`src/design/usb_epcs_defines.svh`:
```
// Constants for the USB endpoint control and status block
// Summary of operation
// - Stall clear acts on selected direction only
// - Status clear resets exactly the masked bits
// - Control bit switches controller to device mode
// - Report bytes held in each receive FIFO
// - Zero-length packet is valid, count zero
// - No FIFO load while packet pending
// - Send trigger carries a transaction type
// - Send refused with flag while transmitting
// - Toggle reset per direction, not endpoint zero
// - Three receive, three transmit DMA channels mappable
// - DMA disable per direction, other bits ignored
// - DMA enable per direction selects access mode
// - Host IN endpoint flag set
// - Host OUT endpoint flag set
// - Host endpoint zero flag set
// - Device OUT endpoint flag set
// - Device IN endpoint flag set
// - Device endpoint zero flag set
// - Status flags stay set until cleared
// - Expose physical FIFO address per endpoint
// - Shared FIFO memory, first part for endpoint zero
// - Auto transmit starts on full packet loaded
// - Auto clear drops packet ready after drain
`ifndef USB_EPCS_DEFINES_SVH
`define USB_EPCS_DEFINES_SVH
// Register byte offsets and pages
`define OFS_CTRL      8'h00
`define OFS_CMD       8'h04
`define OFS_RESULT    8'h08
`define OFS_AUTO      8'h0C
`define OFS_EPSTATE   8'h40
`define OFS_DMAMAP    8'h44
`define PAGE_STAT     4'h1
`define PAGE_AVAIL    4'h2
`define PAGE_FADDR    4'h3
`define PAGE_DATA     4'h5
// Command word fields
`define CMD_EP        1:0
`define CMD_DIR_IN    4
`define CMD_DIR_OUT   5
`define CMD_OP        11:8
`define CMD_ARG       14:12
// Command codes
`define OP_STALL_SET  4'h1
`define OP_STALL_CLR  4'h2
`define OP_TOGGLE_CLR 4'h3
`define OP_DMA_EN     4'h4
`define OP_DMA_DIS    4'h5
`define OP_SEND       4'h6
`define OP_DMA_MAP    4'h7
// Transaction types
`define XFER_HOST_OUT     3'h0
`define XFER_DEVICE_IN    3'h1
`define XFER_CTRL_IN_LAST 3'h2
`define XFER_CTRL_SETUP   3'h3
`define XFER_CTRL_STATUS  3'h4
// Status bit groups: host bits low half, device bits high half
`define HOST_MASK      32'h0000_3FFF
`define DEV_MASK       32'h03FF_0000
`define HOST_EP0_MASK  32'h0000_000F
`define DEV_EP0_MASK   32'h000F_0000
`define RX_READY_BITS  32'h0010_0080
`define CTRL_RX_BITS   32'h0008_0008
`define TX_PEND_BITS   32'h0200_2000
`define CTRL_TX_BITS   32'h0004_0000
`define TX_NE_BITS     32'h0100_1000
// FIFO memory layout
`define FIFO_TOTAL     13'h1000
`define EP0_FIFO       13'h0040
`define EPN_FIFO       13'h0540
`define MAX_PKT        13'h0040
// Physical FIFO window, arbitrary placement
`define FIFO_PHYS_BASE 32'h4005_0020
`define FIFO_STRIDE    32'h0000_0004
`define REMAP_SUPPORT  1'b1
`endif

```
`src/design/usb_epcs_pkg.sv`:
```
// Types for the USB endpoint control and status block
package usb_epcs_pkg;
  typedef logic [2:0]  xfer_t;
  typedef logic [12:0] count_t;
  typedef struct packed {
    logic        evt;
    logic [1:0]  evt_ep;
    logic [31:0] evt_bits;
    logic        rx_done;
    logic [1:0]  rx_ep;
    count_t      rx_len;
    logic        tx_done;
    logic [1:0]  tx_ep;
  } link_event_s;
  typedef struct packed {
    logic       valid;
    logic [1:0] ep;
    xfer_t      xfer;
  } tx_request_s;
  typedef struct packed {
    logic            device_mode;
    logic [3:0]      stall_in;
    logic [3:0]      stall_out;
    logic [3:0]      toggle_in;
    logic [3:0]      toggle_out;
    logic [3:0]      dma_in_en;
    logic [3:0]      dma_out_en;
    logic [3:0][1:0] dma_mode;
    logic [2:0][1:0] rx_chan_ep;
    logic [2:0][1:0] tx_chan_ep;
  } ep_ctrl_s;
endpackage

```
`src/design/usb_endpoint_control_status.sv`:
```
// Endpoint control and status logic of the USB controller
//
// The address-and-strobe port and the register addresses were chosen for this implementation.
`timescale 1ns/1ps
`include "usb_epcs_defines.svh"
module usb_endpoint_control_status (
  // Clock and reset
  input  wire logic                      clk,
  input  wire logic                      rst_b,
  // Register port
  input  wire logic [7:0]                addr,
  input  wire logic [31:0]               wdata,
  input  wire logic                      wr,
  input  wire logic                      rd,
  output logic [31:0]                    rdata,
  // Link side
  input  wire usb_epcs_pkg::link_event_s link_in,
  output usb_epcs_pkg::tx_request_s      tx_req,
  output usb_epcs_pkg::ep_ctrl_s         ep_ctrl
);
  import usb_epcs_pkg::*;

  logic [3:0][31:0] status;
  logic [3:0][31:0] next_status;
  count_t [3:0]     rx_level;
  count_t [3:0]     tx_level;
  logic [3:0]       tx_busy;
  logic [3:0]       auto_tx;
  logic [3:0]       auto_clr;
  logic [1:0]       result;

  // Decode of strobes
  logic       cmd_wr;
  logic [1:0] cmd_ep;
  logic [3:0] cmd_op;
  logic [2:0] cmd_arg;
  logic       cmd_in;
  logic       cmd_out;
  logic       cmd_valid_ep;
  logic       cmd_rx_dir;
  logic [1:0] page_ep;
  logic       stat_wr;
  logic       data_wr;
  logic       data_rd;
  logic [31:0] mode_mask;
  assign cmd_wr       = wr && (addr == `OFS_CMD);
  assign cmd_ep       = wdata[`CMD_EP];
  assign cmd_op       = wdata[`CMD_OP];
  assign cmd_arg      = wdata[`CMD_ARG];
  assign cmd_in       = wdata[`CMD_DIR_IN];
  assign cmd_out      = wdata[`CMD_DIR_OUT];
  assign cmd_valid_ep = (cmd_ep != 2'h0);
  assign cmd_rx_dir   = ep_ctrl.device_mode ? cmd_out : cmd_in;
  assign page_ep      = addr[3:2];
  assign stat_wr      = wr && (addr[7:4] == `PAGE_STAT);
  assign data_wr      = wr && (addr[7:4] == `PAGE_DATA);
  assign data_rd      = rd && (addr[7:4] == `PAGE_DATA);
  assign mode_mask    = ep_ctrl.device_mode ? `DEV_MASK : `HOST_MASK;

  // Transmit start conditions
  logic   fifo_room;
  logic   load_ok;
  logic   auto_go;
  logic   send_go;
  count_t fifo_size;
  assign fifo_size = (page_ep == 2'h0) ? `EP0_FIFO : `EPN_FIFO;
  assign fifo_room = tx_level[page_ep] < fifo_size;
  assign load_ok   = data_wr && !tx_busy[page_ep] && fifo_room;
  assign auto_go   = load_ok && auto_tx[page_ep]
                     && (tx_level[page_ep] == `MAX_PKT - 13'h0001);
  assign send_go   = cmd_wr && (cmd_op == `OP_SEND) && !tx_busy[cmd_ep];

  // Mode and automatic options
  always_ff @(posedge clk) begin
    if (!rst_b) begin
      ep_ctrl.device_mode <= 1'b0;
      auto_tx             <= 4'h0;
      auto_clr            <= 4'h0;
    end else if (wr && addr == `OFS_CTRL) begin
      ep_ctrl.device_mode <= wdata[0];
    end else if (wr && addr == `OFS_AUTO) begin
      auto_tx  <= wdata[3:0];
      auto_clr <= wdata[7:4];
    end
  end

  // Stall state per direction
  always_ff @(posedge clk) begin
    if (!rst_b) begin
      ep_ctrl.stall_in  <= 4'h0;
      ep_ctrl.stall_out <= 4'h0;
    end else if (cmd_wr && cmd_op == `OP_STALL_SET) begin
      if (cmd_in)  ep_ctrl.stall_in[cmd_ep]  <= 1'b1;
      if (cmd_out) ep_ctrl.stall_out[cmd_ep] <= 1'b1;
    end else if (cmd_wr && cmd_op == `OP_STALL_CLR) begin
      if (cmd_in)  ep_ctrl.stall_in[cmd_ep]  <= 1'b0;
      if (cmd_out) ep_ctrl.stall_out[cmd_ep] <= 1'b0;
    end
  end

  // Data toggles, flipped by the link, forced to zero by command
  always_ff @(posedge clk) begin
    if (!rst_b) begin
      ep_ctrl.toggle_in  <= 4'h0;
      ep_ctrl.toggle_out <= 4'h0;
    end else begin
      if (link_in.tx_done && ep_ctrl.device_mode)
        ep_ctrl.toggle_in[link_in.tx_ep] <= ~ep_ctrl.toggle_in[link_in.tx_ep];
      if (link_in.tx_done && !ep_ctrl.device_mode)
        ep_ctrl.toggle_out[link_in.tx_ep] <= ~ep_ctrl.toggle_out[link_in.tx_ep];
      if (link_in.rx_done && ep_ctrl.device_mode)
        ep_ctrl.toggle_out[link_in.rx_ep] <= ~ep_ctrl.toggle_out[link_in.rx_ep];
      if (link_in.rx_done && !ep_ctrl.device_mode)
        ep_ctrl.toggle_in[link_in.rx_ep] <= ~ep_ctrl.toggle_in[link_in.rx_ep];
      if (cmd_wr && cmd_op == `OP_TOGGLE_CLR && cmd_valid_ep) begin
        if (cmd_in)  ep_ctrl.toggle_in[cmd_ep]  <= 1'b0;
        if (cmd_out) ep_ctrl.toggle_out[cmd_ep] <= 1'b0;
      end
    end
  end

  // DMA enables and access modes
  always_ff @(posedge clk) begin
    if (!rst_b) begin
      ep_ctrl.dma_in_en  <= 4'h0;
      ep_ctrl.dma_out_en <= 4'h0;
      ep_ctrl.dma_mode   <= '0;
    end else if (cmd_wr && cmd_op == `OP_DMA_EN) begin
      if (cmd_in)  ep_ctrl.dma_in_en[cmd_ep]  <= 1'b1;
      if (cmd_out) ep_ctrl.dma_out_en[cmd_ep] <= 1'b1;
      if (cmd_in || cmd_out) ep_ctrl.dma_mode[cmd_ep] <= cmd_arg[1:0];
    end else if (cmd_wr && cmd_op == `OP_DMA_DIS) begin
      if (cmd_in)  ep_ctrl.dma_in_en[cmd_ep]  <= 1'b0;
      if (cmd_out) ep_ctrl.dma_out_en[cmd_ep] <= 1'b0;
    end
  end

  // DMA channel map; endpoint zero and channel three are ignored
  always_ff @(posedge clk) begin
    if (!rst_b) begin
      ep_ctrl.rx_chan_ep <= {2'h3, 2'h2, 2'h1};
      ep_ctrl.tx_chan_ep <= {2'h3, 2'h2, 2'h1};
    end else if (cmd_wr && cmd_op == `OP_DMA_MAP && cmd_valid_ep
                 && cmd_arg[1:0] != 2'h3 && `REMAP_SUPPORT) begin
      if (cmd_rx_dir)
        ep_ctrl.rx_chan_ep[cmd_arg[1:0]] <= cmd_ep;
      else
        ep_ctrl.tx_chan_ep[cmd_arg[1:0]] <= cmd_ep;
    end
  end

  // Transmit request toward the link
  always_ff @(posedge clk) begin
    if (!rst_b) begin
      tx_req <= '0;
    end else if (send_go) begin
      tx_req <= '{valid: 1'b1, ep: cmd_ep, xfer: cmd_arg};
    end else if (auto_go) begin
      tx_req.valid <= 1'b1;
      tx_req.ep    <= page_ep;
      tx_req.xfer  <= ep_ctrl.device_mode ? `XFER_DEVICE_IN : `XFER_HOST_OUT;
    end else begin
      tx_req.valid <= 1'b0;
    end
  end

  // Transmit busy and loaded byte count per endpoint
  always_ff @(posedge clk) begin
    if (!rst_b) begin
      tx_busy  <= 4'h0;
      tx_level <= '0;
    end else begin
      if (link_in.tx_done) begin
        tx_busy[link_in.tx_ep]  <= 1'b0;
        tx_level[link_in.tx_ep] <= 13'h0000;
      end
      if (load_ok)
        tx_level[page_ep] <= tx_level[page_ep] + 13'h0001;
      if (send_go)
        tx_busy[cmd_ep] <= 1'b1;
      if (auto_go)
        tx_busy[page_ep] <= 1'b1;
    end
  end

  // Refusal indications for send and load
  always_ff @(posedge clk) begin
    if (!rst_b) begin
      result <= 2'h0;
    end else if (cmd_wr && cmd_op == `OP_SEND) begin
      result[0] <= tx_busy[cmd_ep];
    end else if (data_wr) begin
      result[1] <= !load_ok;
    end
  end

  // Receive byte count per endpoint
  always_ff @(posedge clk) begin
    if (!rst_b) begin
      rx_level <= '0;
    end else begin
      if (data_rd && rx_level[page_ep] != 13'h0000)
        rx_level[page_ep] <= rx_level[page_ep] - 13'h0001;
      if (link_in.rx_done)
        rx_level[link_in.rx_ep] <= link_in.rx_len;
    end
  end

  // Sticky status per endpoint; a set in the clear cycle wins
  genvar g;
  generate
    for (g = 0; g < 4; g++) begin : g_stat
      logic [31:0] ep_mask;
      logic [31:0] set_bits;
      logic [31:0] clr_bits;
      logic [31:0] ready_bits;
      logic        drained;
      assign ep_mask    = mode_mask & ((g == 0) ? (`HOST_EP0_MASK | `DEV_EP0_MASK)
                                                : 32'hFFFF_FFFF);
      assign ready_bits = (g == 0) ? `CTRL_RX_BITS : `RX_READY_BITS;
      assign drained    = data_rd && page_ep == g && auto_clr[g]
                          && rx_level[g] == 13'h0001;
      always_comb begin
        set_bits = 32'h0000_0000;
        if (link_in.evt && link_in.evt_ep == g)
          set_bits = set_bits | link_in.evt_bits;
        if (link_in.rx_done && link_in.rx_ep == g)
          set_bits = set_bits | ready_bits;
        if ((send_go && cmd_ep == g) || (auto_go && page_ep == g))
          set_bits = set_bits | ((g == 0) ? `CTRL_TX_BITS : `TX_PEND_BITS);
        if (load_ok && page_ep == g && g != 0)
          set_bits = set_bits | `TX_NE_BITS;
        set_bits = set_bits & ep_mask;
      end
      assign clr_bits = ((stat_wr && page_ep == g) ? wdata : 32'h0000_0000)
                        | (drained ? ready_bits : 32'h0000_0000);
      assign next_status[g] = (status[g] & ~clr_bits) | set_bits;
    end
  endgenerate

  // Status storage
  always_ff @(posedge clk) begin
    if (!rst_b)
      status <= '0;
    else
      status <= next_status;
  end

  // Read data, valid in the cycle after the strobe
  always_ff @(posedge clk) begin
    if (!rst_b) begin
      rdata <= 32'h0000_0000;
    end else if (rd) begin
      case (addr[7:4])
        `PAGE_STAT:  rdata <= status[page_ep];
        `PAGE_AVAIL: rdata <= {15'h0000, |(status[page_ep] & (`RX_READY_BITS
                               | `CTRL_RX_BITS)), 3'h0, rx_level[page_ep]};
        `PAGE_FADDR: rdata <= `FIFO_PHYS_BASE
                              + `FIFO_STRIDE * {30'h0000_0000, page_ep};
        default: begin
          case (addr)
            `OFS_CTRL:    rdata <= {31'h0000_0000, ep_ctrl.device_mode};
            `OFS_RESULT:  rdata <= {30'h0000_0000, result};
            `OFS_AUTO:    rdata <= {24'h0000_00, auto_clr, auto_tx};
            `OFS_EPSTATE: rdata <= {4'h0, tx_busy, ep_ctrl.dma_out_en,
                                    ep_ctrl.dma_in_en, ep_ctrl.toggle_out,
                                    ep_ctrl.toggle_in, ep_ctrl.stall_out,
                                    ep_ctrl.stall_in};
            `OFS_DMAMAP:  rdata <= {20'h0_0000, ep_ctrl.tx_chan_ep,
                                    ep_ctrl.rx_chan_ep};
            default:      rdata <= 32'h0000_0000;
          endcase
        end
      endcase
    end else begin
      rdata <= 32'h0000_0000;
    end
  end
endmodule // usb_endpoint_control_status

```
`config.mk`:
```
export PLATFORM = sky130hd
export DESIGN_NAME = usb_endpoint_control_status
export DESIGN_NICKNAME = d
export VERILOG_FILES = /design/src/design/usb_epcs_pkg.sv /design/src/design/usb_endpoint_control_status.sv
export VERILOG_INCLUDE_DIRS = /design/src /design/src/design
export SDC_FILE = /design/constraint.sdc
export NUM_CORES = 1
export LEC_CHECK = 0
export ABC_AREA = 1
export BUFFER_PORTS_ARGS = -buffer_cell sky130_fd_sc_hd__buf_4
export CAP_MARGIN = 25
export CORE_UTILIZATION = 40
export CTS_CLUSTER_DIAMETER = 30
export CTS_CLUSTER_SIZE = 30
export DETAILED_ROUTE_END_ITERATION = 16
export SKIP_LAST_GASP = 1
export SYNTH_ARGS = -nofsm -noshare
export SYNTH_HDL_FRONTEND = slang
export SYNTH_SLANG_ARGS = --single-unit
```
`constraint.sdc`:
```
create_clock -name clk -period 3.65 [get_ports clk]
set_input_delay 0.73 -clock clk [delete_from_list [all_inputs] [get_ports clk]]
set_output_delay 0.73 -clock clk [all_outputs]
set_load 0.05 [all_outputs]
```
==> out/qor.csv, run 1 <==
metric,value,unit
status,completed,
io_buffers,172,
endpoint_kind,flop,
routedWlPerCell,19.96,um
start_kind,input port,
r2r_start,tx_level[36],
p_switching,2886,uW
timing.fmax,355.3,MHz
grt.busiest_layer,met2,
synth-simple-area-share,27.33,%
final_util,52.97,%
worstMarginPinSlew,1.204,ns
grt_antenna_before_repair,0,
grtUsageMet2,46.01,%
critical_path_class,input port to flop,
syn_area,15960,um^2
ant_nets,0,
swShare,24.94,%
rsz0062_at_grt,no,
synth.area.mux_share,0,%
die_y,201.8,um
holdPathEnd,status[15],
slew_headroom,19.74,%
finalClockSkew,0.02312,ns
critPathMaxFanout,15,
syn-instance-count,2360,
irDropWorstVdd,0.3731,mV
ios,181,
first_iter_violations,1656,
hold_violations,0,
synth_compound_gate_area_share,20.36,%
dp.cells,3009,
ctsHoldBuffers,0,
syn_avg_cell_area,6.764,um^2
cp_slowest_cell,buf_4,
seq_area_frac_synth,41.26,%
yosys.cell_types.count,50,
p_seq_share,32.1,%
min_from,wdata[15],
internal_power,8683,uW
grtUsageTotal,30.41,%
route.detailed.drc,0,
fin_crit_sh,77.11,%
htreeDepth,3,
cts_tree,yes,
setup_viol_count_final,0,
use_met3,7.272,%
grt_max_degree,122,
clock_latency,0.60,ns
synth_nets,2462,
finalSetupTns,0,ns
leakagePower,0.009410,uW
yosys.area_share.adder,0.3135,%
dieArea,40710,um^2
totalWireLength,62920,um
clk_pin_slew,0.05,ns
cts-buffers-inserted,78,
overflow,0,
ys_ff_latch,329,
cts-resized-gates,0,
p_comb_share,7.6,%
maxCapViolations,0,
start_util,40.92,%
cts.path.max_buffers,3,
critPathMaxStageDelay,0.35,ns
pre_cts_ws,0.3130,ns
syn2layout_area_growth,29.44,%
layout-drive-gt1-share,16.03,%
layout.nets,2673,
synth_top_family_by_area,simple AND/OR/NAND/NOR gates,
dr.pass1.iters,5,
crit_required,4.14,ns
gr-usage-met1,41.36,%
vias,17460,
min_period,2.815,ns
min_path_type,input port to flop,
routed_via_density,5.538,
hold_depth,2,
place_hpwl,43910,um
placed_cell_area,17990,um^2
synth_edf_count,0,
post_cts_buffers,0,
worstPathCellList,buf_4 -> inv_2 -> nor2_4 -> buf_4 -> nand2_1 -> nor3_2 -> nand2_1 -> nor3_2 -> o21ai_2 -> nor2_2 -> nor2_1 -> a211oi_1,
clock_sink_count,329,
cts_root_buffer,clkbuf_16,
core,39010,um^2
ys_async_sr_fraction,0,%
rr_worst_depth,15,
power_density,559.9,nW/um^2
critPathArrivalTime,3.30,ns
row_count,72,
synthXorXnorAreaFrac,0.5487,%
power.share.clock,60.3,%
rrSetupSlack,1.25,ns
fin_ws,0.8355,ns
postLayoutCellArea,20660,um^2
ys.flop_type,dfxtp_1,
die_w,201.8,um
final_cells,3152,
r2r_end,tx_level[17],
grt_pass1_wl,95340,um
gp_congestion,0.9500,
yosysWarnings,0,
slew_viol_final,0,
grt_pass1_vias,16270,
cells by family (layout without fill, tap and decap cells):
kind of cell | Yosys count | after routing
AOI/OAI and AO/OA | 565 | 565
xor gates and xnor gates | 10 | 10
adders and majority gates | 4 | 4
buffers and inverters | 405 | 677
DFF | 329 | 329
other | 0 | 2
and+or+nand+nor | 1047 | 1047
per-layer routing:
| metal | vias to the layer above | wire length [um] |
|---|---|---|
| li1 | 8227 | - |
| met1 | 8208 | 26960 |
| met2 | 872 | 27450 |
| met3 | 148 | 6328 |
| met4 | 0 | 2181 |
| met5 | - | 0 |
registers in the layout, indices dropped and copies added, names as in the netlist, named ones only:
name,count
rdata,32
result,2
auto_clr,4
tx_level,52
status,128
ep_ctrl,29
rx_level,52
tx_req,6
auto_tx,4
tx_busy,4
worst max-delay path, delay by kind of cell:
family | cells | cell delay, ns
and+or+nand+nor | 7 | 1.42
AOI/OAI and AO/OA | 2 | 0.34
buffers and inverters | 3 | 0.78
cell usage after synthesis (12+ instances only):
cell type / count / area (um^2)
o211ai_1: 42 / 315.3
nand3_1: 146 / 730.7
inv_1: 266 / 998.5
dfxtp_1: 329 / 6586
a21oi_1: 244 / 1221
nand2_1: 662 / 2485
nand4_1: 22 / 137.6
a211oi_1: 25 / 187.7
a22oi_1: 34 / 255.2
clkbuf_1: 78 / 292.8
buf_2: 16 / 80.08
nor3_1: 12 / 60.06
o21ai_0: 162 / 810.8
nor2_1: 159 / 596.8
per-stage QoR:
| stage | hold slack, ns | total power (uW) |
|---|---|---|
| 2_1_floorplan | 0.4116 | 4237 |
| 3_3_place_gp | 0.4198 | 4620 |
| 3_5_place_dp | 0.4239 | 4631 |
| 4_1_cts | 0.2990 | 11610 |
| 5_1_grt | 0.3099 | 11890 |
| 6_report | 0.3133 | 11570 |
layout by cell type (no fill, tap or decap), drive strengths merged, types with 42 or more instances in the layout:
| cell | synthesis | routed |
|---|---|---|
| a21oi | 245 | 245 |
| o211ai | 42 | 42 |
| nand3 | 150 | 150 |
| buf | 41 | 250 |
| nor2 | 170 | 170 |
| nand2 | 668 | 668 |
| inv | 277 | 286 |
| dfxtp | 329 | 329 |
| clkbuf | 78 | 107 |
| o21ai | 164 | 164 |
worst max path at each step:
stage / startpoint / to / slack [ns] / cells after the start
global placement: addr[3] / rx_level[18] / 0.39 / 17
global route: addr[2] / ep_ctrl[12] / 0.64 / 12
finish: addr[2] / ep_ctrl[12] / 0.84 / 12
detailed placement: addr[3] / rx_level[17] / 0.31 / 17
CTS: addr[2] / ep_ctrl[16] / 0.92 / 12
floorplan: addr[3] / tx_level[35] / 0.58 / 13
cell type report:
cell class              instances  area [um^2]
diodes                          2        5.005
clock buffers                 107         2222
clock inverters                34        441.7
fillers                      3769        18350
inverters                     286         1079
multi-input cells            1626         7777
flip-flops and latches        329         6588
well taps                     518        648.1
repair buffers                250         1902
power groups by stage:
| stage | Combinational, uW | Sequential [uW] | Clock, uW |
|---|---|---|---|
| after CTS | 862 | 3710 | 7030 |
| after global placement | 847 | 3770 | 0 |
| after floorplan | 461 | 3780 | 0 |
| after detailed placement | 856 | 3770 | 0 |
| final | 878 | 3710 | 6980 |
| after global routing | 943 | 3710 | 7230 |
Note: power is estimated with default switching activity, not from simulation.
==> run 2: changes to the inputs <==
- clock period: 3.65 -> 2.4 ns (I/O delays scaled with it)
==> out/qor.csv, run 2 (synthesis results as in run 1) <==
metric,value,unit,change
worstMarginPinSlew,0.6421,ns,-0.5618 ns
cts_tree,yes,,
p_total,18100,uW,+56%
power.share.clock,60.5,%,+0.2 points
worstPathCellList,nand2_1 -> nand2_1 -> nor2_2 -> inv_2 -> ha_4 -> a21oi_2 -> nand2_1 -> nor2_1 -> nand2_1 -> a21oi_4 -> buf_4 -> nand2_4 -> buf_4 -> nand3_1 -> a21oi_1,,
fin_crit_sh,92.04,%,
min_path_type,input port to flop,,
hold_violations,0,,unchanged
timing.fmax,452.7,MHz,
swShare,26.04,%,+1.1 points
cts-resized-gates,0,,unchanged
ant_nets,0,,unchanged
routed_via_density,5.437,,-1.8%
clk_pin_slew,0.05,ns,about the same
dieArea,40710,um^2,unchanged
cts.path.max_buffers,3,,unchanged
ios,181,,unchanged
clock_sink_count,329,,unchanged
grtUsageMet2,48.71,%,+2.7 points
overflow,0,,unchanged
internal_power,13390,uW,+54%
status,completed,,
critical_path_class,flop to flop,,
gr-usage-met1,42.19,%,+0.83 points
layout-drive-gt1-share,21.03,%,+5.0 points
layout.nets,2804,,+4.9%
grt_pass1_wl,98000,um,+2.8%
crit_required,2.87,ns,-1.27 ns
grt_pass1_vias,16840,,+3.5%
start_kind,flop,,
top_register,status,,
dp.cells,3140,,+4.4%
first_iter_violations,1634,,-1.3%
fill_cells,3751,,-0.48%
holdPathEnd,status[29],,
finalSetupTns,0,ns,unchanged
grt_antenna_before_repair,0,,unchanged
die_y,201.8,um,unchanged
cts_root_buffer,clkbuf_16,,
slew_viol_final,0,,unchanged
final_cells,3281,,+4.1%
most-common-layout-cells,"nand2_1, buf_4, dfxtp_1, inv_1, a21oi_1",,
io_buffers,172,,unchanged
largest_reg_flops,128,,unchanged
die_w,201.8,um,unchanged
critPathBufInv,3,,unchanged
place_hpwl,46850,um,+6.7%
rrSetupSlack,0.19,ns,-1.06 ns
min_period,2.209,ns,
top_regs,"status (128), rx_level (52), tx_level (52)",,
cp_common_cell,nand2_1,,
cp_slowest_cell,dfxtp_1,,
grt.busiest_layer,met2,,
use_met3,6.738,%,-0.53 points
critPathMaxFanout,7,,-8
cp_top_family,simple AND/OR/NAND/NOR gates,,
leakagePower,0.01015,uW,+7.8%
endpoint_kind,flop,,
power_density,823.9,nW/um^2,+47%
ctsHoldBuffers,0,,unchanged
r2r_end,tx_level[3],,
row_count,72,,unchanged
routedWlPerCell,19.73,um,-1.1%
maxCapViolations,0,,unchanged
post_cts_buffers,0,,unchanged
setup_viol_count_final,0,,unchanged
gp_congestion,0.9743,,+2.6%
min_from,wdata[29],,
irDropWorstVdd,0.4627,mV,+24%
layout_commonest_cell,nand2_1,,
slew_headroom,56.80,%,+37 points
rr_worst_depth,15,,unchanged
clock_latency,0.61,ns,about the same
rsz0062_at_grt,yes,,
htreeDepth,3,,unchanged
p_switching,4715,uW,+63%
cts-buffers-inserted,78,,unchanged
dr.pass1.iters,6,,+1
critPathArrivalTime,2.68,ns,-0.62 ns
p_seq_share,31.2,%,-0.9 points
syn2layout_area_growth,37.65,%,
finalClockSkew,0.02673,ns,+0.003610 ns
critPathMaxStageDelay,0.31,ns,-0.04 ns
core,39010,um^2,unchanged
r2r_start,tx_level[49],,
grt_max_degree,63,,-48%
diodes,0,,-2
vias,17840,,+2.2%
totalWireLength,64750,um,+2.9%
route.detailed.drc,0,,unchanged
hold_depth,2,,unchanged
grtUsageTotal,31.27,%,+0.85 points
start_util,40.92,%,unchanged
p_comb_share,8.3,%,+0.7 points
-- run 2: changes by cell type in the layout (fill, tap and decap cells not counted), sizes merged --
cell      previous run  this run
inv                286       291
buf                250       381
clkbuf             107        92
bufinv               7         9
clkinv              23        30
diode                2         0
clkinvlp             4         5
-- run 2: worst register-to-register path, stage by stage (launching register included) --
cell     delay, ns
dfxtp_1       0.31
nand2_1       0.06
nand2_1       0.06
nor2_2        0.18
inv_2         0.08
ha_4          0.16
a21oi_2       0.09
nand2_1       0.05
nor2_1        0.12
nand2_1       0.10
a21oi_4       0.22
buf_4         0.23
nand2_4       0.10
buf_4         0.18
nand3_1       0.07
a21oi_1       0.08
-- run 2: power groups by stage --
| stage | Sequential, uW | Clock [uW] | Combinational [uW] |
|---|---|---|---|
| global placement | 5740 | 0 | 1450 |
| CTS | 5640 | 11000 | 1470 |
| finish | 5650 | 11000 | 1510 |
| global route | 5650 | 11300 | 1610 |
| floorplan | 5740 | 0 | 715 |
| detailed placement | 5740 | 0 | 1470 |
-- run 2: metal layers --
metal	part of all wire, %	routed length, um
met1	43	27680
met2	45	28860
met3	9.8	6342
met4	2.9	1867
met5	0	0
-- run 2: worst max-delay path by stage --
stage / startpoint / to / depth (start not counted)
finish: tx_level[49] / tx_level[3] / 15
CTS: tx_level[49] / tx_level[3] / 15
floorplan: addr[3] / tx_req[3] / 19
global route: tx_level[36] / status[77] / 15
detailed placement: addr[2] / rx_level[36] / 18
global placement: addr[3] / tx_req[4] / 17
-- run 2: stage by stage --
step           instance area [um^2]  hold slack (ns)  utilization [%]  setup slack (ns)
3_5_place_dp                  19210           0.4330            49.24           -0.2910
5_1_grt                       21970          0.06560            56.33          -0.01722
3_3_place_gp                  19210           0.4237            49.24           -0.2649
6_report                      21970          0.05936            56.33            0.1910
2_1_floorplan                 16110           0.4116                -           -0.1050
4_1_cts                       21970          0.04214            56.32            0.1362
-- run 2: final cells by class --
cell class | count | area [um^2] | share of cell area, %
timing repair buffer | 381 | 3023 | 13.76
inverter | 286 | 1085 | 4.937
clock inverter | 49 | 675.6 | 3.075
clock buffer | 92 | 2085 | 9.486
multi-input combinational | 1626 | 7870 | 35.82
sequential | 329 | 6588 | 29.98
tap | 518 | 648.1 | 2.950
==> run 3: changes to the inputs <==
- clock period: 2.4 -> 2.6 ns (I/O delays scaled with it)
==> out/qor.csv, run 3 (synthesis results as in run 1) <==
metric,value,unit,change
grt_pass1_vias,16830,,-0.053%
post_cts_buffers,0,,unchanged
grtUsageTotal,31.00,%,-0.27 points
p_total,17380,uW,-4.0%
most-common-layout-cells,"nand2_1, buf_4, dfxtp_1, inv_1, a21oi_1",,
layout.nets,2783,,-0.75%
final_util,55.95,%,-0.38 points
die_w,201.8,um,unchanged
grt_max_degree,86,,+37%
leakagePower,0.01009,uW,-0.53%
internal_power,13160,uW,-1.7%
grt_antenna_before_repair,1,,+1
top_regs,"status (128), rx_level (52), tx_level (52)",,
critPathMaxStageDelay,0.31,ns,about the same
fin_ws,0.2641,ns,+0.07313 ns
power_density,796.2,nW/um^2,-3.4%
worstMarginPinSlew,0.6354,ns,-0.006695 ns
first_iter_violations,1420,,-13%
critPathBufInv,3,,unchanged
finalClockSkew,0.01919,ns,-0.007538 ns
routed_via_density,5.397,,-0.73%
clock_latency,0.61,ns,about the same
routedWlPerCell,19.54,um,-0.96%
crit_required,3.12,ns,+0.25 ns
placed_cell_area,18830,um^2,-1.9%
dieArea,40710,um^2,unchanged
p_comb_share,7.6,%,-0.7 points
clk_pin_slew,0.04,ns,about the same
p_switching,4217,uW,-11%
start_kind,flop,,
min_period,2.336,ns,+0.1269 ns
cp_slowest_cell,dfxtp_1,,
rsz0062_at_grt,no,,
critPathMaxFanout,7,,unchanged
diodes,0,,unchanged
vias,17620,,-1.2%
critPathArrivalTime,2.86,ns,+0.18 ns
gp_congestion,0.9788,,+0.46%
critical_path_class,flop to flop,,
min_path_type,input port to flop,,
grt_pass1_wl,97340,um,-0.68%
place_hpwl,46690,um,-0.34%
maxCapViolations,0,,unchanged
slew_headroom,57.32,%,+0.52 points
syn2layout_area_growth,36.71,%,
endpoint_kind,flop,,
worstPathCellList,nand3_1 -> nand2_1 -> nor2_1 -> inv_1 -> ha_1 -> nand2_1 -> nand2_1 -> a21oi_4 -> buf_4 -> nand2_4 -> buf_4 -> nand2_1 -> nand2_1 -> a21oi_1,,
swShare,24.27,%,-1.8 points
cp_top_family,simple AND/OR/NAND/NOR gates,,
top_register,status,,
postLayoutCellArea,21820,um^2,-0.68%
start_util,40.92,%,unchanged
timing.fmax,428.1,MHz,-5.4%
power.share.clock,62.4,%,+1.9 points
route.detailed.drc,0,,unchanged
dr.pass1.iters,6,,unchanged
ant_nets,0,,unchanged
overflow,0,,unchanged
fin_crit_sh,89.84,%,-2.2 points
hold_violations,0,,unchanged
cts-resized-gates,0,,unchanged
cp_common_cell,nand2_1,,
status,completed,,
finalSetupTns,0,ns,unchanged
die_y,201.8,um,unchanged
cts-buffers-inserted,83,,+6.4%
htreeDepth,3,,unchanged
ctsHoldBuffers,0,,unchanged
io_buffers,172,,unchanged
cts.path.max_buffers,3,,unchanged
layout_commonest_cell,nand2_1,,
row_count,72,,unchanged
cts_tree,yes,,
pre_cts_ws,-0.2378,ns,+0.05324 ns
largest_reg_flops,128,,unchanged
ios,181,,unchanged
p_seq_share,30.0,%,-1.2 points
cts_root_buffer,clkbuf_16,,
clock_sink_count,329,,unchanged
layout-drive-gt1-share,19.88,%,-1.1 points
irDropWorstVdd,0.4884,mV,+5.5%
totalWireLength,63790,um,-1.5%
core,39010,um^2,unchanged
setup_viol_count_final,0,,unchanged
slew_viol_final,0,,unchanged
## run 3: cell count changes in the layout (fill, tap and decap cells not counted), moves of 3 or more
cell,change
buf_4,-19
clkbuf_8,+9
clkinv_4,-8
inv_6,-8
buf_12,-7
clkbuf_16,+6
clkinv_2,+5
nand3_1,+5
nand3_2,-5
clkinvlp_4,+4
bufinv_16,+3
ha_1,+3
nor2_1,+3
## run 3: final cells by class
| type | instances | area [um^2] |
|---|---|---|
| inverter | 286 | 1079 |
| fill | 3705 | 17180 |
| timing repair buffer | 355 | 2740 |
| tap | 518 | 648.1 |
| clock inverter | 43 | 630.6 |
| multi-input combinational | 1626 | 7780 |
| clock buffer | 107 | 2359 |
| sequential | 329 | 6588 |
## run 3: through the flow
| stage | hold WS (ns) | cells |
|---|---|---|
| 2_1_floorplan | 0.4116 | 2360 |
| 3_3_place_gp | 0.4232 | 3114 |
| 3_5_place_dp | 0.4289 | 3114 |
| 4_1_cts | 0.07983 | 3264 |
| 5_1_grt | 0.08604 | 3264 |
| 6_report | 0.09681 | 3264 |
## run 3: layer usage
layer	up-vias	share of wire, %	global-route usage [%]
met3	126	9.1	6.349
met2	778	45	48.10
met1	8276	43	42.45
li1	8436	-	-
met4	0	2.8	11.07
met5	-	0	0
## run 3: power by group through the flow
| stage | combinational, uW | clock (uW) | sequential (uW) |
|---|---|---|---|
| after global placement | 1280 | 0 | 5310 |
| final | 1320 | 10800 | 5220 |
| after detailed placement | 1290 | 0 | 5310 |
| after global routing | 1420 | 11200 | 5220 |
| after floorplan | 651 | 0 | 5300 |
| after CTS | 1300 | 10900 | 5220 |
## run 3: path summary, 6_finish.rpt
kind,start,endpoint,slack [ns],cells after the start
worst max-delay path,tx_level[47],tx_level[21],0.26,14
worst max register to register,tx_level[47],tx_level[21],0.26,14
worst min register to register,status[20],status[20],0.44,2
worst min-delay path,wdata[26],status[26],0.1,2
